File: config.mk
export PLATFORM = sky130hd
export DESIGN_NAME = oad_decoder
export DESIGN_NICKNAME = d
export VERILOG_FILES = /design/src/common/oad_pkg.sv /design/src/logic/oad_offset_add.sv /design/src/logic/oad_decoder.sv
export VERILOG_INCLUDE_DIRS = /design/src /design/src/common
export SDC_FILE = /design/constraint.sdc
export NUM_CORES = 1
export LEC_CHECK = 0
export BUFFER_PORTS_ARGS = -buffer_cell sky130_fd_sc_hd__buf_2
export CAP_MARGIN = 40
export CORE_MARGIN = 4
export CORE_UTILIZATION = 34
export DETAILED_ROUTE_END_ITERATION = 10
export SLEW_MARGIN = 5
export SYNTH_ARGS = -nofsm -noshare
export SYNTH_HDL_FRONTEND = slang
export SYNTH_HIERARCHICAL = 1
export SYNTH_SLANG_ARGS = --single-unit
File: constraint.sdc
create_clock -name clk_sys -period 4.3 [get_ports clk_sys]
set_input_delay 0.645 -clock clk_sys [delete_from_list [all_inputs] [get_ports clk_sys]]
set_output_delay 0.645 -clock clk_sys [all_outputs]
set_load 0.02 [all_outputs]
File: src/common/oad_defines.svh
// Constants for the operand address decoder
`ifndef OAD_DEFINES_SVH
`define OAD_DEFINES_SVH
`define OAD_PREBYTE 8'h9E
`define OAD_PZ_HI 8'h00
`define OAD_PC_RST 16'h0000
`define OAD_COL_RMW 4'h6
`define OAD_COL_IX 4'hA
`define OAD_COL_IX2 4'hB
`define OAD_COL_IX1 4'hC
`define OAD_COL_SP2 4'hD
`define OAD_COL_SP1 4'hE
`define OAD_COL_HX 4'hF
`define OAD_LO_COMPARE_BRANCH_EQUAL 4'h1
`define OAD_LO_GAP2 4'h2
`define OAD_LO_CPHX 4'h3
`define OAD_LO_GAP5 4'h5
`define OAD_LO_STA 4'h7
`define OAD_LO_ALU_MAX 4'hB
`define OAD_LO_DECREMENT_BRANCH_NONZERO 4'hB
`define OAD_LO_TST 4'hD
`define OAD_LO_LDHX 4'hE
`define OAD_LO_STX 4'hF
`define OAD_LEN_TWO 3'h2
`define OAD_LEN_THREE 3'h3
`define OAD_LEN_FOUR 3'h4
`define OAD_CYC_ILL 4'h1
`define OAD_CYC_RMW 4'h6
`define OAD_CYC_DECREMENT_BRANCH_NONZERO 4'h8
`define OAD_CYC_TST 4'h5
`define OAD_CYC_SP2 4'h5
`define OAD_CYC_SP1 4'h4
`define OAD_CYC_CPHX 4'h6
`define OAD_CYC_LDHX 4'h5
`define OAD_CYC_IX2 4'h6
`define OAD_CYC_IX1 4'h5
`endif

File: src/common/oad_pkg.sv
// Types for the operand address decoder
package oad_pkg;
	typedef enum logic [3:0] {
		no_operand_mode = 4'h0,
		pc_offset_mode = 4'h1,
		literal_operand_mode = 4'h2,
		page_zero_mode = 4'h3,
		full_address_mode = 4'h4,
		index_mode = 4'h5,
		index_byte_mode = 4'h6,
		index_word_mode = 4'h7,
		index_post_increment_mode = 4'h8,
		index_byte_post_increment_mode = 4'h9,
		stack_offset_byte_mode = 4'hA,
		stack_offset_word_mode = 4'hB
	} oad_mode_t;
	typedef enum logic [1:0] {
		dst_none = 2'h0,
		dst_page_zero = 2'h1,
		dst_post_increment = 2'h2
	} oad_dst_t;
	typedef enum logic [6:0] {
		st_idle = 7'h01,
		st_fetch = 7'h02,
		st_args = 7'h04,
		st_addr = 7'h08,
		st_opnd = 7'h10,
		st_issue = 7'h20,
		st_branch = 7'h40
	} oad_state_t;
endpackage : oad_pkg

File: src/logic/oad_offset_add.sv
// Base plus byte or word offset adder
`timescale 1ns/1ps
`default_nettype none
module oad_offset_add (
	// Operands
	input wire logic [15:0] base,
	input wire logic [7:0] off_hi,
	input wire logic [7:0] off_lo,
	// Offset form
	input wire logic word,
	input wire logic sext,
	// Result
	output logic [15:0] sum
);
	logic [15:0] offset;
	always_comb begin
		if (word)
			offset = {off_hi, off_lo};
		else if (sext)
			offset = {{8{off_lo[7]}}, off_lo};
		else
			offset = {8'h00, off_lo};
	end
	assign sum = 16'(base + offset);
endmodule : oad_offset_add
`default_nettype wire

File: src/logic/oad_decoder.sv
// Operand address decoder: fetch, mode decode, address and operand fetch
`timescale 1ns/1ps
`default_nettype none
`include "oad_defines.svh"
module oad_decoder (
	// Clock and reset
	input wire logic clk_sys,
	input wire logic srst,
	// Restart from the core
	input wire logic start,
	input wire logic [15:0] start_pc,
	// Core pointer registers
	input wire logic [15:0] sp_val,
	input wire logic [15:0] hx_val,
	// Primary opcode map lookup
	output logic [7:0] map_opcode,
	input wire oad_pkg::oad_mode_t map_mode,
	input wire oad_pkg::oad_dst_t map_dst,
	input wire logic map_branch,
	input wire logic map_wide,
	input wire logic map_store,
	input wire logic map_illegal,
	input wire logic [2:0] map_len,
	input wire logic [3:0] map_cycles,
	// Address space read port
	output logic mem_req,
	output logic [15:0] mem_addr,
	input wire logic mem_ack,
	input wire logic [7:0] mem_rdata,
	// Decoded instruction
	output logic dec_valid,
	input wire logic dec_ready,
	output logic dec_page2,
	output logic [7:0] dec_opcode,
	output oad_pkg::oad_mode_t dec_mode,
	output oad_pkg::oad_dst_t dec_dst,
	output logic [15:0] dec_ea,
	output logic [15:0] dec_dst_ea,
	output logic [15:0] dec_operand,
	output logic [2:0] dec_len,
	output logic [3:0] dec_cycles,
	output logic dec_branch,
	output logic dec_illegal,
	output logic idx_inc,
	// Branch resolution
	input wire logic br_cond_valid,
	input wire logic br_cond,
	output logic pc_valid,
	output logic [15:0] pc_out
);
	oad_pkg::oad_state_t state_reg, state_next;
	oad_pkg::oad_mode_t p_mode, c_mode;
	oad_pkg::oad_dst_t c_dst;
	logic [15:0] pc_reg, addr_reg, target_reg, ea_next, ea_sum, tgt_sum, lit_val;
	logic [7:0] opcode_reg;
	logic [7:0] arg_reg [0:2];
	logic [7:0] last_arg;
	logic [3:0] p_cyc, c_cyc, hi, lo;
	logic [2:0] p_len, c_len, args_need;
	logic [1:0] cnt_reg, last_idx;
	logic page2_reg, opnd_cnt_reg, wide_reg;
	logic p_br, p_wide, p_store, p_ill, c_br, c_wide, c_store, c_ill;
	logic is_prefix, c_is_sp, c_word, needs_read;

	// Second opcode table
	assign hi = opcode_reg[7:4];
	assign lo = opcode_reg[3:0];
	always_comb begin
		p_mode = oad_pkg::no_operand_mode;
		p_br = 1'b0;
		p_wide = 1'b0;
		p_store = 1'b0;
		p_ill = 1'b1;
		p_len = `OAD_LEN_TWO;
		p_cyc = `OAD_CYC_ILL;
		case (hi)
			`OAD_COL_RMW: begin
				if (lo != `OAD_LO_GAP2 && lo != `OAD_LO_GAP5 && lo != `OAD_LO_LDHX) begin
					p_ill = 1'b0;
					p_mode = oad_pkg::stack_offset_byte_mode;
					p_len = `OAD_LEN_THREE;
					p_cyc = `OAD_CYC_RMW;
					if (lo == `OAD_LO_COMPARE_BRANCH_EQUAL || lo == `OAD_LO_DECREMENT_BRANCH_NONZERO) begin
						p_len = `OAD_LEN_FOUR;
						p_br = 1'b1;
					end
					if (lo == `OAD_LO_DECREMENT_BRANCH_NONZERO)
						p_cyc = `OAD_CYC_DECREMENT_BRANCH_NONZERO;
					if (lo == `OAD_LO_TST)
						p_cyc = `OAD_CYC_TST;
				end
			end
			`OAD_COL_SP2, `OAD_COL_SP1: begin
				if (lo <= `OAD_LO_ALU_MAX || lo >= `OAD_LO_LDHX) begin
					p_ill = 1'b0;
					p_store = (lo == `OAD_LO_STA) || (lo == `OAD_LO_STX);
					if (hi == `OAD_COL_SP2) begin
						p_mode = oad_pkg::stack_offset_word_mode;
						p_len = `OAD_LEN_FOUR;
						p_cyc = `OAD_CYC_SP2;
					end else begin
						p_mode = oad_pkg::stack_offset_byte_mode;
						p_len = `OAD_LEN_THREE;
						p_cyc = `OAD_CYC_SP1;
					end
				end
			end
			`OAD_COL_HX: begin
				if (lo == `OAD_LO_CPHX || lo >= `OAD_LO_LDHX) begin
					p_ill = 1'b0;
					p_wide = 1'b1;
					p_store = (lo == `OAD_LO_STX);
					p_mode = oad_pkg::stack_offset_byte_mode;
					p_len = `OAD_LEN_THREE;
					p_cyc = (lo == `OAD_LO_CPHX) ? `OAD_CYC_CPHX : `OAD_CYC_LDHX;
				end
			end
			`OAD_COL_IX, `OAD_COL_IX2, `OAD_COL_IX1: begin
				if (lo == `OAD_LO_LDHX) begin
					p_ill = 1'b0;
					p_wide = 1'b1;
					if (hi == `OAD_COL_IX) begin
						p_mode = oad_pkg::index_mode;
						p_cyc = `OAD_CYC_LDHX;
					end else if (hi == `OAD_COL_IX2) begin
						p_mode = oad_pkg::index_word_mode;
						p_len = `OAD_LEN_FOUR;
						p_cyc = `OAD_CYC_IX2;
					end else begin
						p_mode = oad_pkg::index_byte_mode;
						p_len = `OAD_LEN_THREE;
						p_cyc = `OAD_CYC_IX1;
					end
				end
			end
			default: p_ill = 1'b1;
		endcase
	end

	// Table select by prefix
	assign c_mode = page2_reg ? p_mode : map_mode;
	assign c_dst = page2_reg ? oad_pkg::dst_none : map_dst;
	assign c_br = page2_reg ? p_br : map_branch;
	assign c_wide = page2_reg ? p_wide : map_wide;
	assign c_store = page2_reg ? p_store : map_store;
	assign c_ill = page2_reg ? p_ill : map_illegal;
	assign c_len = page2_reg ? p_len : map_len;
	assign c_cyc = page2_reg ? p_cyc : map_cycles;
	assign map_opcode = opcode_reg;
	assign args_need = 3'(c_len - 3'h1 - {2'h0, page2_reg});
	assign last_idx = 2'(args_need - 3'h1);
	// No argument bytes: keep the index inside the three stored bytes
	assign last_arg = (last_idx == 2'h3) ? 8'h00 : arg_reg[last_idx];

	// Effective address forming
	assign c_is_sp = (c_mode == oad_pkg::stack_offset_byte_mode)
		|| (c_mode == oad_pkg::stack_offset_word_mode);
	assign c_word = (c_mode == oad_pkg::stack_offset_word_mode)
		|| (c_mode == oad_pkg::index_word_mode);
	oad_offset_add u_ea_add (
		.base(c_is_sp ? sp_val : hx_val),
		.off_hi(arg_reg[0]),
		.off_lo(c_word ? arg_reg[1] : arg_reg[0]),
		.word(c_word),
		.sext(1'b0),
		.sum(ea_sum)
	);
	oad_offset_add u_br_add (
		.base(pc_reg),
		.off_hi(8'h00),
		.off_lo(last_arg),
		.word(1'b0),
		.sext(1'b1),
		.sum(tgt_sum)
	);
	always_comb begin
		case (c_mode)
			oad_pkg::page_zero_mode: ea_next = {`OAD_PZ_HI, arg_reg[0]};
			oad_pkg::full_address_mode: ea_next = {arg_reg[0], arg_reg[1]};
			oad_pkg::index_mode, oad_pkg::index_post_increment_mode: ea_next = hx_val;
			oad_pkg::index_byte_mode, oad_pkg::index_byte_post_increment_mode,
			oad_pkg::index_word_mode, oad_pkg::stack_offset_byte_mode,
			oad_pkg::stack_offset_word_mode: ea_next = ea_sum;
			default: ea_next = 16'h0000;
		endcase
	end
	assign lit_val = c_wide ? {arg_reg[0], arg_reg[1]} : {8'h00, arg_reg[0]};
	assign needs_read = !c_store && !c_ill && (c_mode != oad_pkg::no_operand_mode)
		&& (c_mode != oad_pkg::pc_offset_mode) && (c_mode != oad_pkg::literal_operand_mode);
	assign is_prefix = !page2_reg && (mem_rdata == `OAD_PREBYTE);

	// Sequencer
	always_comb begin
		state_next = state_reg;
		case (state_reg)
			oad_pkg::st_idle: state_next = oad_pkg::st_idle;
			oad_pkg::st_fetch:
				if (mem_ack && !is_prefix)
					state_next = oad_pkg::st_args;
			oad_pkg::st_args:
				if (args_need == {1'b0, cnt_reg})
					state_next = oad_pkg::st_addr;
			oad_pkg::st_addr:
				state_next = needs_read ? oad_pkg::st_opnd : oad_pkg::st_issue;
			oad_pkg::st_opnd:
				if (mem_ack && (!wide_reg || opnd_cnt_reg))
					state_next = oad_pkg::st_issue;
			oad_pkg::st_issue:
				if (dec_ready)
					state_next = dec_branch ? oad_pkg::st_branch : oad_pkg::st_fetch;
			oad_pkg::st_branch:
				if (br_cond_valid)
					state_next = oad_pkg::st_fetch;
			default: state_next = oad_pkg::st_idle;
		endcase
		if (start)
			state_next = oad_pkg::st_fetch;
	end
	always_ff @(posedge clk_sys) begin
		if (srst)
			state_reg <= oad_pkg::st_idle;
		else
			state_reg <= state_next;
	end
	assign mem_req = (state_reg == oad_pkg::st_fetch) || (state_reg == oad_pkg::st_opnd)
		|| ((state_reg == oad_pkg::st_args) && ({1'b0, cnt_reg} < args_need));
	assign mem_addr = addr_reg;
	assign dec_valid = (state_reg == oad_pkg::st_issue);
	assign idx_inc = dec_valid && dec_ready && ((dec_dst == oad_pkg::dst_post_increment)
		|| (dec_mode == oad_pkg::index_post_increment_mode)
		|| (dec_mode == oad_pkg::index_byte_post_increment_mode));
	assign pc_out = pc_reg;

	// Program counter and bus address
	always_ff @(posedge clk_sys) begin
		if (srst) begin
			pc_reg <= `OAD_PC_RST;
			addr_reg <= `OAD_PC_RST;
		end else if (start) begin
			pc_reg <= start_pc;
			addr_reg <= start_pc;
		end else begin
			case (state_reg)
				oad_pkg::st_fetch, oad_pkg::st_args:
					if (mem_req && mem_ack) begin
						pc_reg <= 16'(pc_reg + 16'h0001);
						addr_reg <= 16'(pc_reg + 16'h0001);
					end
				oad_pkg::st_addr: addr_reg <= ea_next;
				oad_pkg::st_opnd:
					if (mem_ack)
						addr_reg <= 16'(addr_reg + 16'h0001);
				oad_pkg::st_issue:
					if (dec_ready)
						addr_reg <= pc_reg;
				oad_pkg::st_branch:
					if (br_cond_valid && br_cond) begin
						pc_reg <= target_reg;
						addr_reg <= target_reg;
					end
				default: addr_reg <= addr_reg;
			endcase
		end
	end

	// Opcode, prefix and argument bytes
	always_ff @(posedge clk_sys) begin
		if (srst) begin
			opcode_reg <= 8'h00;
			page2_reg <= 1'b0;
			cnt_reg <= 2'h0;
			for (int i = 0; i < 3; i++)
				arg_reg[i] <= 8'h00;
		end else if (start) begin
			page2_reg <= 1'b0;
			cnt_reg <= 2'h0;
		end else if (state_reg == oad_pkg::st_fetch && mem_ack) begin
			if (is_prefix)
				page2_reg <= 1'b1;
			else
				opcode_reg <= mem_rdata;
			cnt_reg <= 2'h0;
		end else if (state_reg == oad_pkg::st_args && mem_req && mem_ack) begin
			arg_reg[cnt_reg] <= mem_rdata;
			cnt_reg <= 2'(cnt_reg + 2'h1);
		end else if (state_reg == oad_pkg::st_issue && dec_ready) begin
			page2_reg <= 1'b0;
		end
	end

	// Decoded result and operand
	always_ff @(posedge clk_sys) begin
		if (srst) begin
			dec_page2 <= 1'b0;
			dec_opcode <= 8'h00;
			dec_mode <= oad_pkg::no_operand_mode;
			dec_dst <= oad_pkg::dst_none;
			dec_ea <= 16'h0000;
			dec_dst_ea <= 16'h0000;
			dec_operand <= 16'h0000;
			dec_len <= 3'h0;
			dec_cycles <= 4'h0;
			dec_branch <= 1'b0;
			dec_illegal <= 1'b0;
			wide_reg <= 1'b0;
			opnd_cnt_reg <= 1'b0;
			target_reg <= 16'h0000;
		end else if (state_reg == oad_pkg::st_addr) begin
			dec_page2 <= page2_reg;
			dec_opcode <= opcode_reg;
			dec_mode <= c_mode;
			dec_dst <= c_dst;
			dec_ea <= ea_next;
			dec_dst_ea <= (c_dst == oad_pkg::dst_page_zero) ? {`OAD_PZ_HI, last_arg} : hx_val;
			dec_operand <= (c_mode == oad_pkg::literal_operand_mode) ? lit_val : 16'h0000;
			dec_len <= c_len;
			dec_cycles <= c_cyc;
			dec_branch <= c_br;
			dec_illegal <= c_ill;
			wide_reg <= c_wide;
			opnd_cnt_reg <= 1'b0;
			target_reg <= tgt_sum;
		end else if (state_reg == oad_pkg::st_opnd && mem_ack) begin
			dec_operand <= {dec_operand[7:0], mem_rdata};
			opnd_cnt_reg <= 1'b1;
		end
	end
	always_ff @(posedge clk_sys) begin
		if (srst)
			pc_valid <= 1'b0;
		else
			pc_valid <= !start && (state_reg == oad_pkg::st_branch) && br_cond_valid;
	end
endmodule : oad_decoder
`default_nettype wire

==> impl_metrics.tcl <==
set metrics [dict create \
    post_synth_inst_count 1487 \
    average_via_count_per_standard_cell 5.614 \
    layout_worst_path_cycle_share_pct 98.34 \
    postLayoutCoreUtil_pct 45.01 \
    p_int_w 0.002941 \
    critical-path-top-delay-family "compound AO/OA/AOI/OAI gates" \
    clock_path_buffers 2 \
    total_non_filler_cell_area_in_the_finished_layout_um2 15700 \
    htree_levels 4 \
    crit_arrival_ns 4.57 \
    ys_dominant_reg_cell "sky130_fd_sc_hd__dfxtp_1" \
    track_usage_pct 22.65 \
    postSynthRegisterBits 173 \
    number_of_vias_after_detailed_routing 12801 \
    place.port_buffers 195 \
    post_synth_simple_gate_area_pct 24.33 \
    number_of_pins_with_negative_max_slew_slack_in_the_final_report 0 \
    grt_first_pass_wirelength_um 69280 \
    period_minus_slack_ns 4.228 \
    net-switching-power_w 0.001444 \
    critPathCaptureType "flop" \
    cts_tree "yes" \
    seqPwrFrac_pct 40.0 \
    placeableCoreArea_um2 34880 \
    die-width_um 196.9 \
    syn_avg_cell_area_um2 8.160 \
    synth_edf_count 32 \
    achievable_frequency_mhz 236.5 \
    synthMuxAreaShare_pct 5.692 \
    tightestPinTransition_ns 0.8712 \
    clock_insertion_delay_worst_skew_ns 0.45 \
    dominant_combinational_cell_family_by_area_after_synthesis "compound AO/OA/AOI/OAI gates" \
    worst_r2r_startpoint "map_opcode[4]$_SDFFE_PP0P_" \
    cts_bufs_inserted 17 \
    critical-path-slowest-cell "sky130_fd_sc_hd__a222oi_1" \
    ctsRootBufferMaster "sky130_fd_sc_hd__clkbuf_16" \
    top_level_ports 196 \
    total_number_of_placement_rows 68 \
    place.gp.congestion 0.9269 \
    ir_worst_vdd_uv 280.5 \
    cts_hold_repair.buffers 0 \
    initial_core_util_pct 34.78 \
    crit_path_cell_trace "buf_6, a22o_1, a31oi_4, o21ai_4, a21boi_4, o22ai_4, mux2_4, ha_4, fa_2, a21o_4, a311oi_4, nor2_2, a221oi_2, xnor2_1, a222oi_1, o21ai_1, a32o_1" \
    status "finished, final reports clean" \
    detailedRoute.firstPassIterationCount 5 \
    maximum_capacitance_violations 0 \
    final_common_cell "sky130_fd_sc_hd__nand2_1" \
    power_density_nw_per_um2 279.3 \
    combPwrFrac_pct 23.0 \
    worstPathBufferInverterCount 1 \
    netlist-cell-type-count 99 \
    worst_ep_required_time_ns 4.64 \
    setup.worst_path.start_class "flop" \
    unrepaired_setup_endpoints_after_global_routing "true" \
    synth_to_layout_area_growth_pct 29.40 \
    slew_headroom_pct 41.78 \
    p_total_w 0.004385 \
    postRouteAntennaNets 0 \
    drt_drc_violations_left 0 \
    largest_cells_by_area_after_synthesis "sky130_fd_sc_hd__dfxtp_1 (23%), sky130_fd_sc_hd__edfxtp_1 (7.9%), sky130_fd_sc_hd__nand2_1 (7.6%)" \
    synth-seq-area-share_pct 31.18 \
    clock_sink_count 173 \
    1st_iter_drt_viols 929 \
    synth_compound_area_share_pct 25.28 \
    critical_path_peak_fanout 7 \
    holdCritStartpoint "dec_dst_ea[10]$_SDFFE_PP0P_" \
    path_class "flop to flop" \
    worst_hold_class "flop to flop" \
    static-leakage-power_nw 6.715 \
    drt-total-wl_um 46040 \
    placement.cell_area_um2 14660 \
    die_height_um 196.9 \
    number_of_global_route_vias_before_repair 12106 \
    post_route_cells_drive_above_1_share_pct 30.37 \
    hold_viol_final 0 \
    finish.net_count 1931 \
    synth_area_um2 12130 \
    grt_max_degree 65 \
    startpoint "map_opcode[4]$_SDFFE_PP0P_" \
    xor_xnor_share_of_the_synthesized_area_pct 4.403 \
    detail_route.wl_per_cell_um 20.19 \
    final_cell_mix "sky130_fd_sc_hd__nand2_1 (245), sky130_fd_sc_hd__buf_2 (195), sky130_fd_sc_hd__buf_4 (194), sky130_fd_sc_hd__dfxtp_1 (132), sky130_fd_sc_hd__nor2_1 (122)" \
    power_frac_clock_pct 37.0 \
    post_synthesis_share_of_cell_area_spent_on_full_adders_half_adders_and_majority_gates_pct 4.248 \
    netlist.top_cell.by_area "sky130_fd_sc_hd__dfxtp_1" \
    antenna_found_initial 4 \
    maximum_single_stage_delay_on_the_critical_path_ns 0.39 \
    die_area_um2 38780 \
    worst_setup_hold_path_clk_slew_ns 0.08 \
    setup_viol_count_final 0 \
    switching_share_pct 32.92 \
    synth_warnings 6 \
    postSynth.asyncResetShare_pct 0 \
    hpwlAfterDp_um 35320 \
    final.setup_skew_ns 0.01385 \
    synth_top_area_share_pct 23.26 \
    largest_register_ff_count 32 \
    grt_remaining_overflow 0 \
]
[logic make-up (layout without fill, tap and decap cells)]
family	Yosys count	after routing
AO/OA/AOI/OAI	410	410
XOR/XNOR	61	61
adder cells (fa/ha/maj)	40	40
buffers and inverters	126	454
flip-flops	173	173
multiplexers	64	64
other	2	12
AND/OR/NAND/NOR	611	611
[repair_timing]
| item | CTS | global route |
|---|---|---|
| setup buffers | 5 | 12 |
| setup endpoints to repair | 23 | 23 |
| pin swaps | 8 | 27 |
| resized for setup | 14 | 53 |
[per-stage QoR]
stage / setup WS [ns] / hold slack, ns / std cells / TNS, ns
2_1_floorplan: 0.03729 / 0.4320 / 1496 / 0
3_3_place_gp: -0.1252 / 0.4353 / 2228 / -1.035
3_5_place_dp: -0.2768 / 0.4440 / 2230 / -2.304
4_1_cts: 0.01295 / 0.4379 / 2267 / 0
5_1_grt: -0.1070 / 0.4709 / 2279 / -0.2539
6_report: 0.07154 / 0.4533 / 2280 / 0
[cells in the mapped netlist (7+ instances only)]
cell and n:
sky130_fd_sc_hd__buf_1 12, sky130_fd_sc_hd__o21ai_0 36, sky130_fd_sc_hd__buf_4 10, sky130_fd_sc_hd__and3_1 15, sky130_fd_sc_hd__and2_1 29, sky130_fd_sc_hd__buf_2 15
sky130_fd_sc_hd__a32o_1 8, sky130_fd_sc_hd__nor2_1 124, sky130_fd_sc_hd__a222oi_1 11, sky130_fd_sc_hd__a211oi_1 31, sky130_fd_sc_hd__a21oi_1 107, sky130_fd_sc_hd__mux2i_1 24
sky130_fd_sc_hd__a311oi_1 16, sky130_fd_sc_hd__buf_6 7, sky130_fd_sc_hd__edfxtp_1 32, sky130_fd_sc_hd__xor2_1 22, sky130_fd_sc_hd__a31oi_1 11, sky130_fd_sc_hd__nand2b_1 23
sky130_fd_sc_hd__a21boi_0 12, sky130_fd_sc_hd__a221oi_1 12, sky130_fd_sc_hd__nand2_1 245, sky130_fd_sc_hd__nand3_1 66, sky130_fd_sc_hd__o22ai_1 10, sky130_fd_sc_hd__nand4_1 9
sky130_fd_sc_hd__nor3_1 25, sky130_fd_sc_hd__o21ai_1 11, sky130_fd_sc_hd__a22o_1 11, sky130_fd_sc_hd__o211ai_1 19, sky130_fd_sc_hd__clkbuf_1 57, sky130_fd_sc_hd__xnor2_1 39
sky130_fd_sc_hd__nor2b_1 18, sky130_fd_sc_hd__mux2_2 40, sky130_fd_sc_hd__a22oi_1 13, sky130_fd_sc_hd__ha_1 38, sky130_fd_sc_hd__dfxtp_1 141, sky130_fd_sc_hd__inv_1 23
sky130_fd_sc_hd__a211o_1 11
[worst paths after layout]
check             depth (start not counted)  slack [ns]                           to
hold reg to reg                           2        0.45  dec_dst_ea[10]$_SDFFE_PP0P_
setup / recovery                         17        0.07    mem_addr[14]$_SDFFE_PP0P_
setup reg to reg                         17        0.07    mem_addr[14]$_SDFFE_PP0P_
hold / removal                            2        0.45  dec_dst_ea[10]$_SDFFE_PP0P_
[power groups by stage]
| stage | sequential (W) | combinational, W | clock, W |
|---|---|---|---|
| 6_report | 0.00176 | 0.00101 | 0.00162 |
| 5_1_grt | 0.00176 | 0.00109 | 0.00171 |
| 4_1_cts | 0.00176 | 0.000968 | 0.00165 |
| 3_5_place_dp | 0.00179 | 0.000947 | 0 |
| 3_3_place_gp | 0.00179 | 0.000940 | 0 |
| 2_1_floorplan | 0.00180 | 0.000534 | 0 |
[routing by layer]
metal | up-vias | GRT usage (%) | part of all wire [%]
met5 | - | 0 | 0.056
met4 | 4 | 5.624 | 1.8
li1 | 6097 | - | -
met1 | 6201 | 29.43 | 43
met2 | 453 | 38.15 | 48
met3 | 46 | 5.333 | 7.1
[cell type report]
class                      count  area [µm²]
fill                        3543       19180
multi-input combinational   1197        8065
sequential                   173        3807
timing repair buffer         397        2549
tap                          455       569.3
clock buffer                  17       425.4
clock inverter                15       188.9
inverter                      25       93.84
antenna                        1       2.502
[worst min-delay path: cells and delay by family (launching register included)]
kind	cells	cell delay (ns)
simple gates	1	0.05
compound gates	1	0.05
flops	1	0.31
No activity file was read; power rests on OpenSTA's default activity.
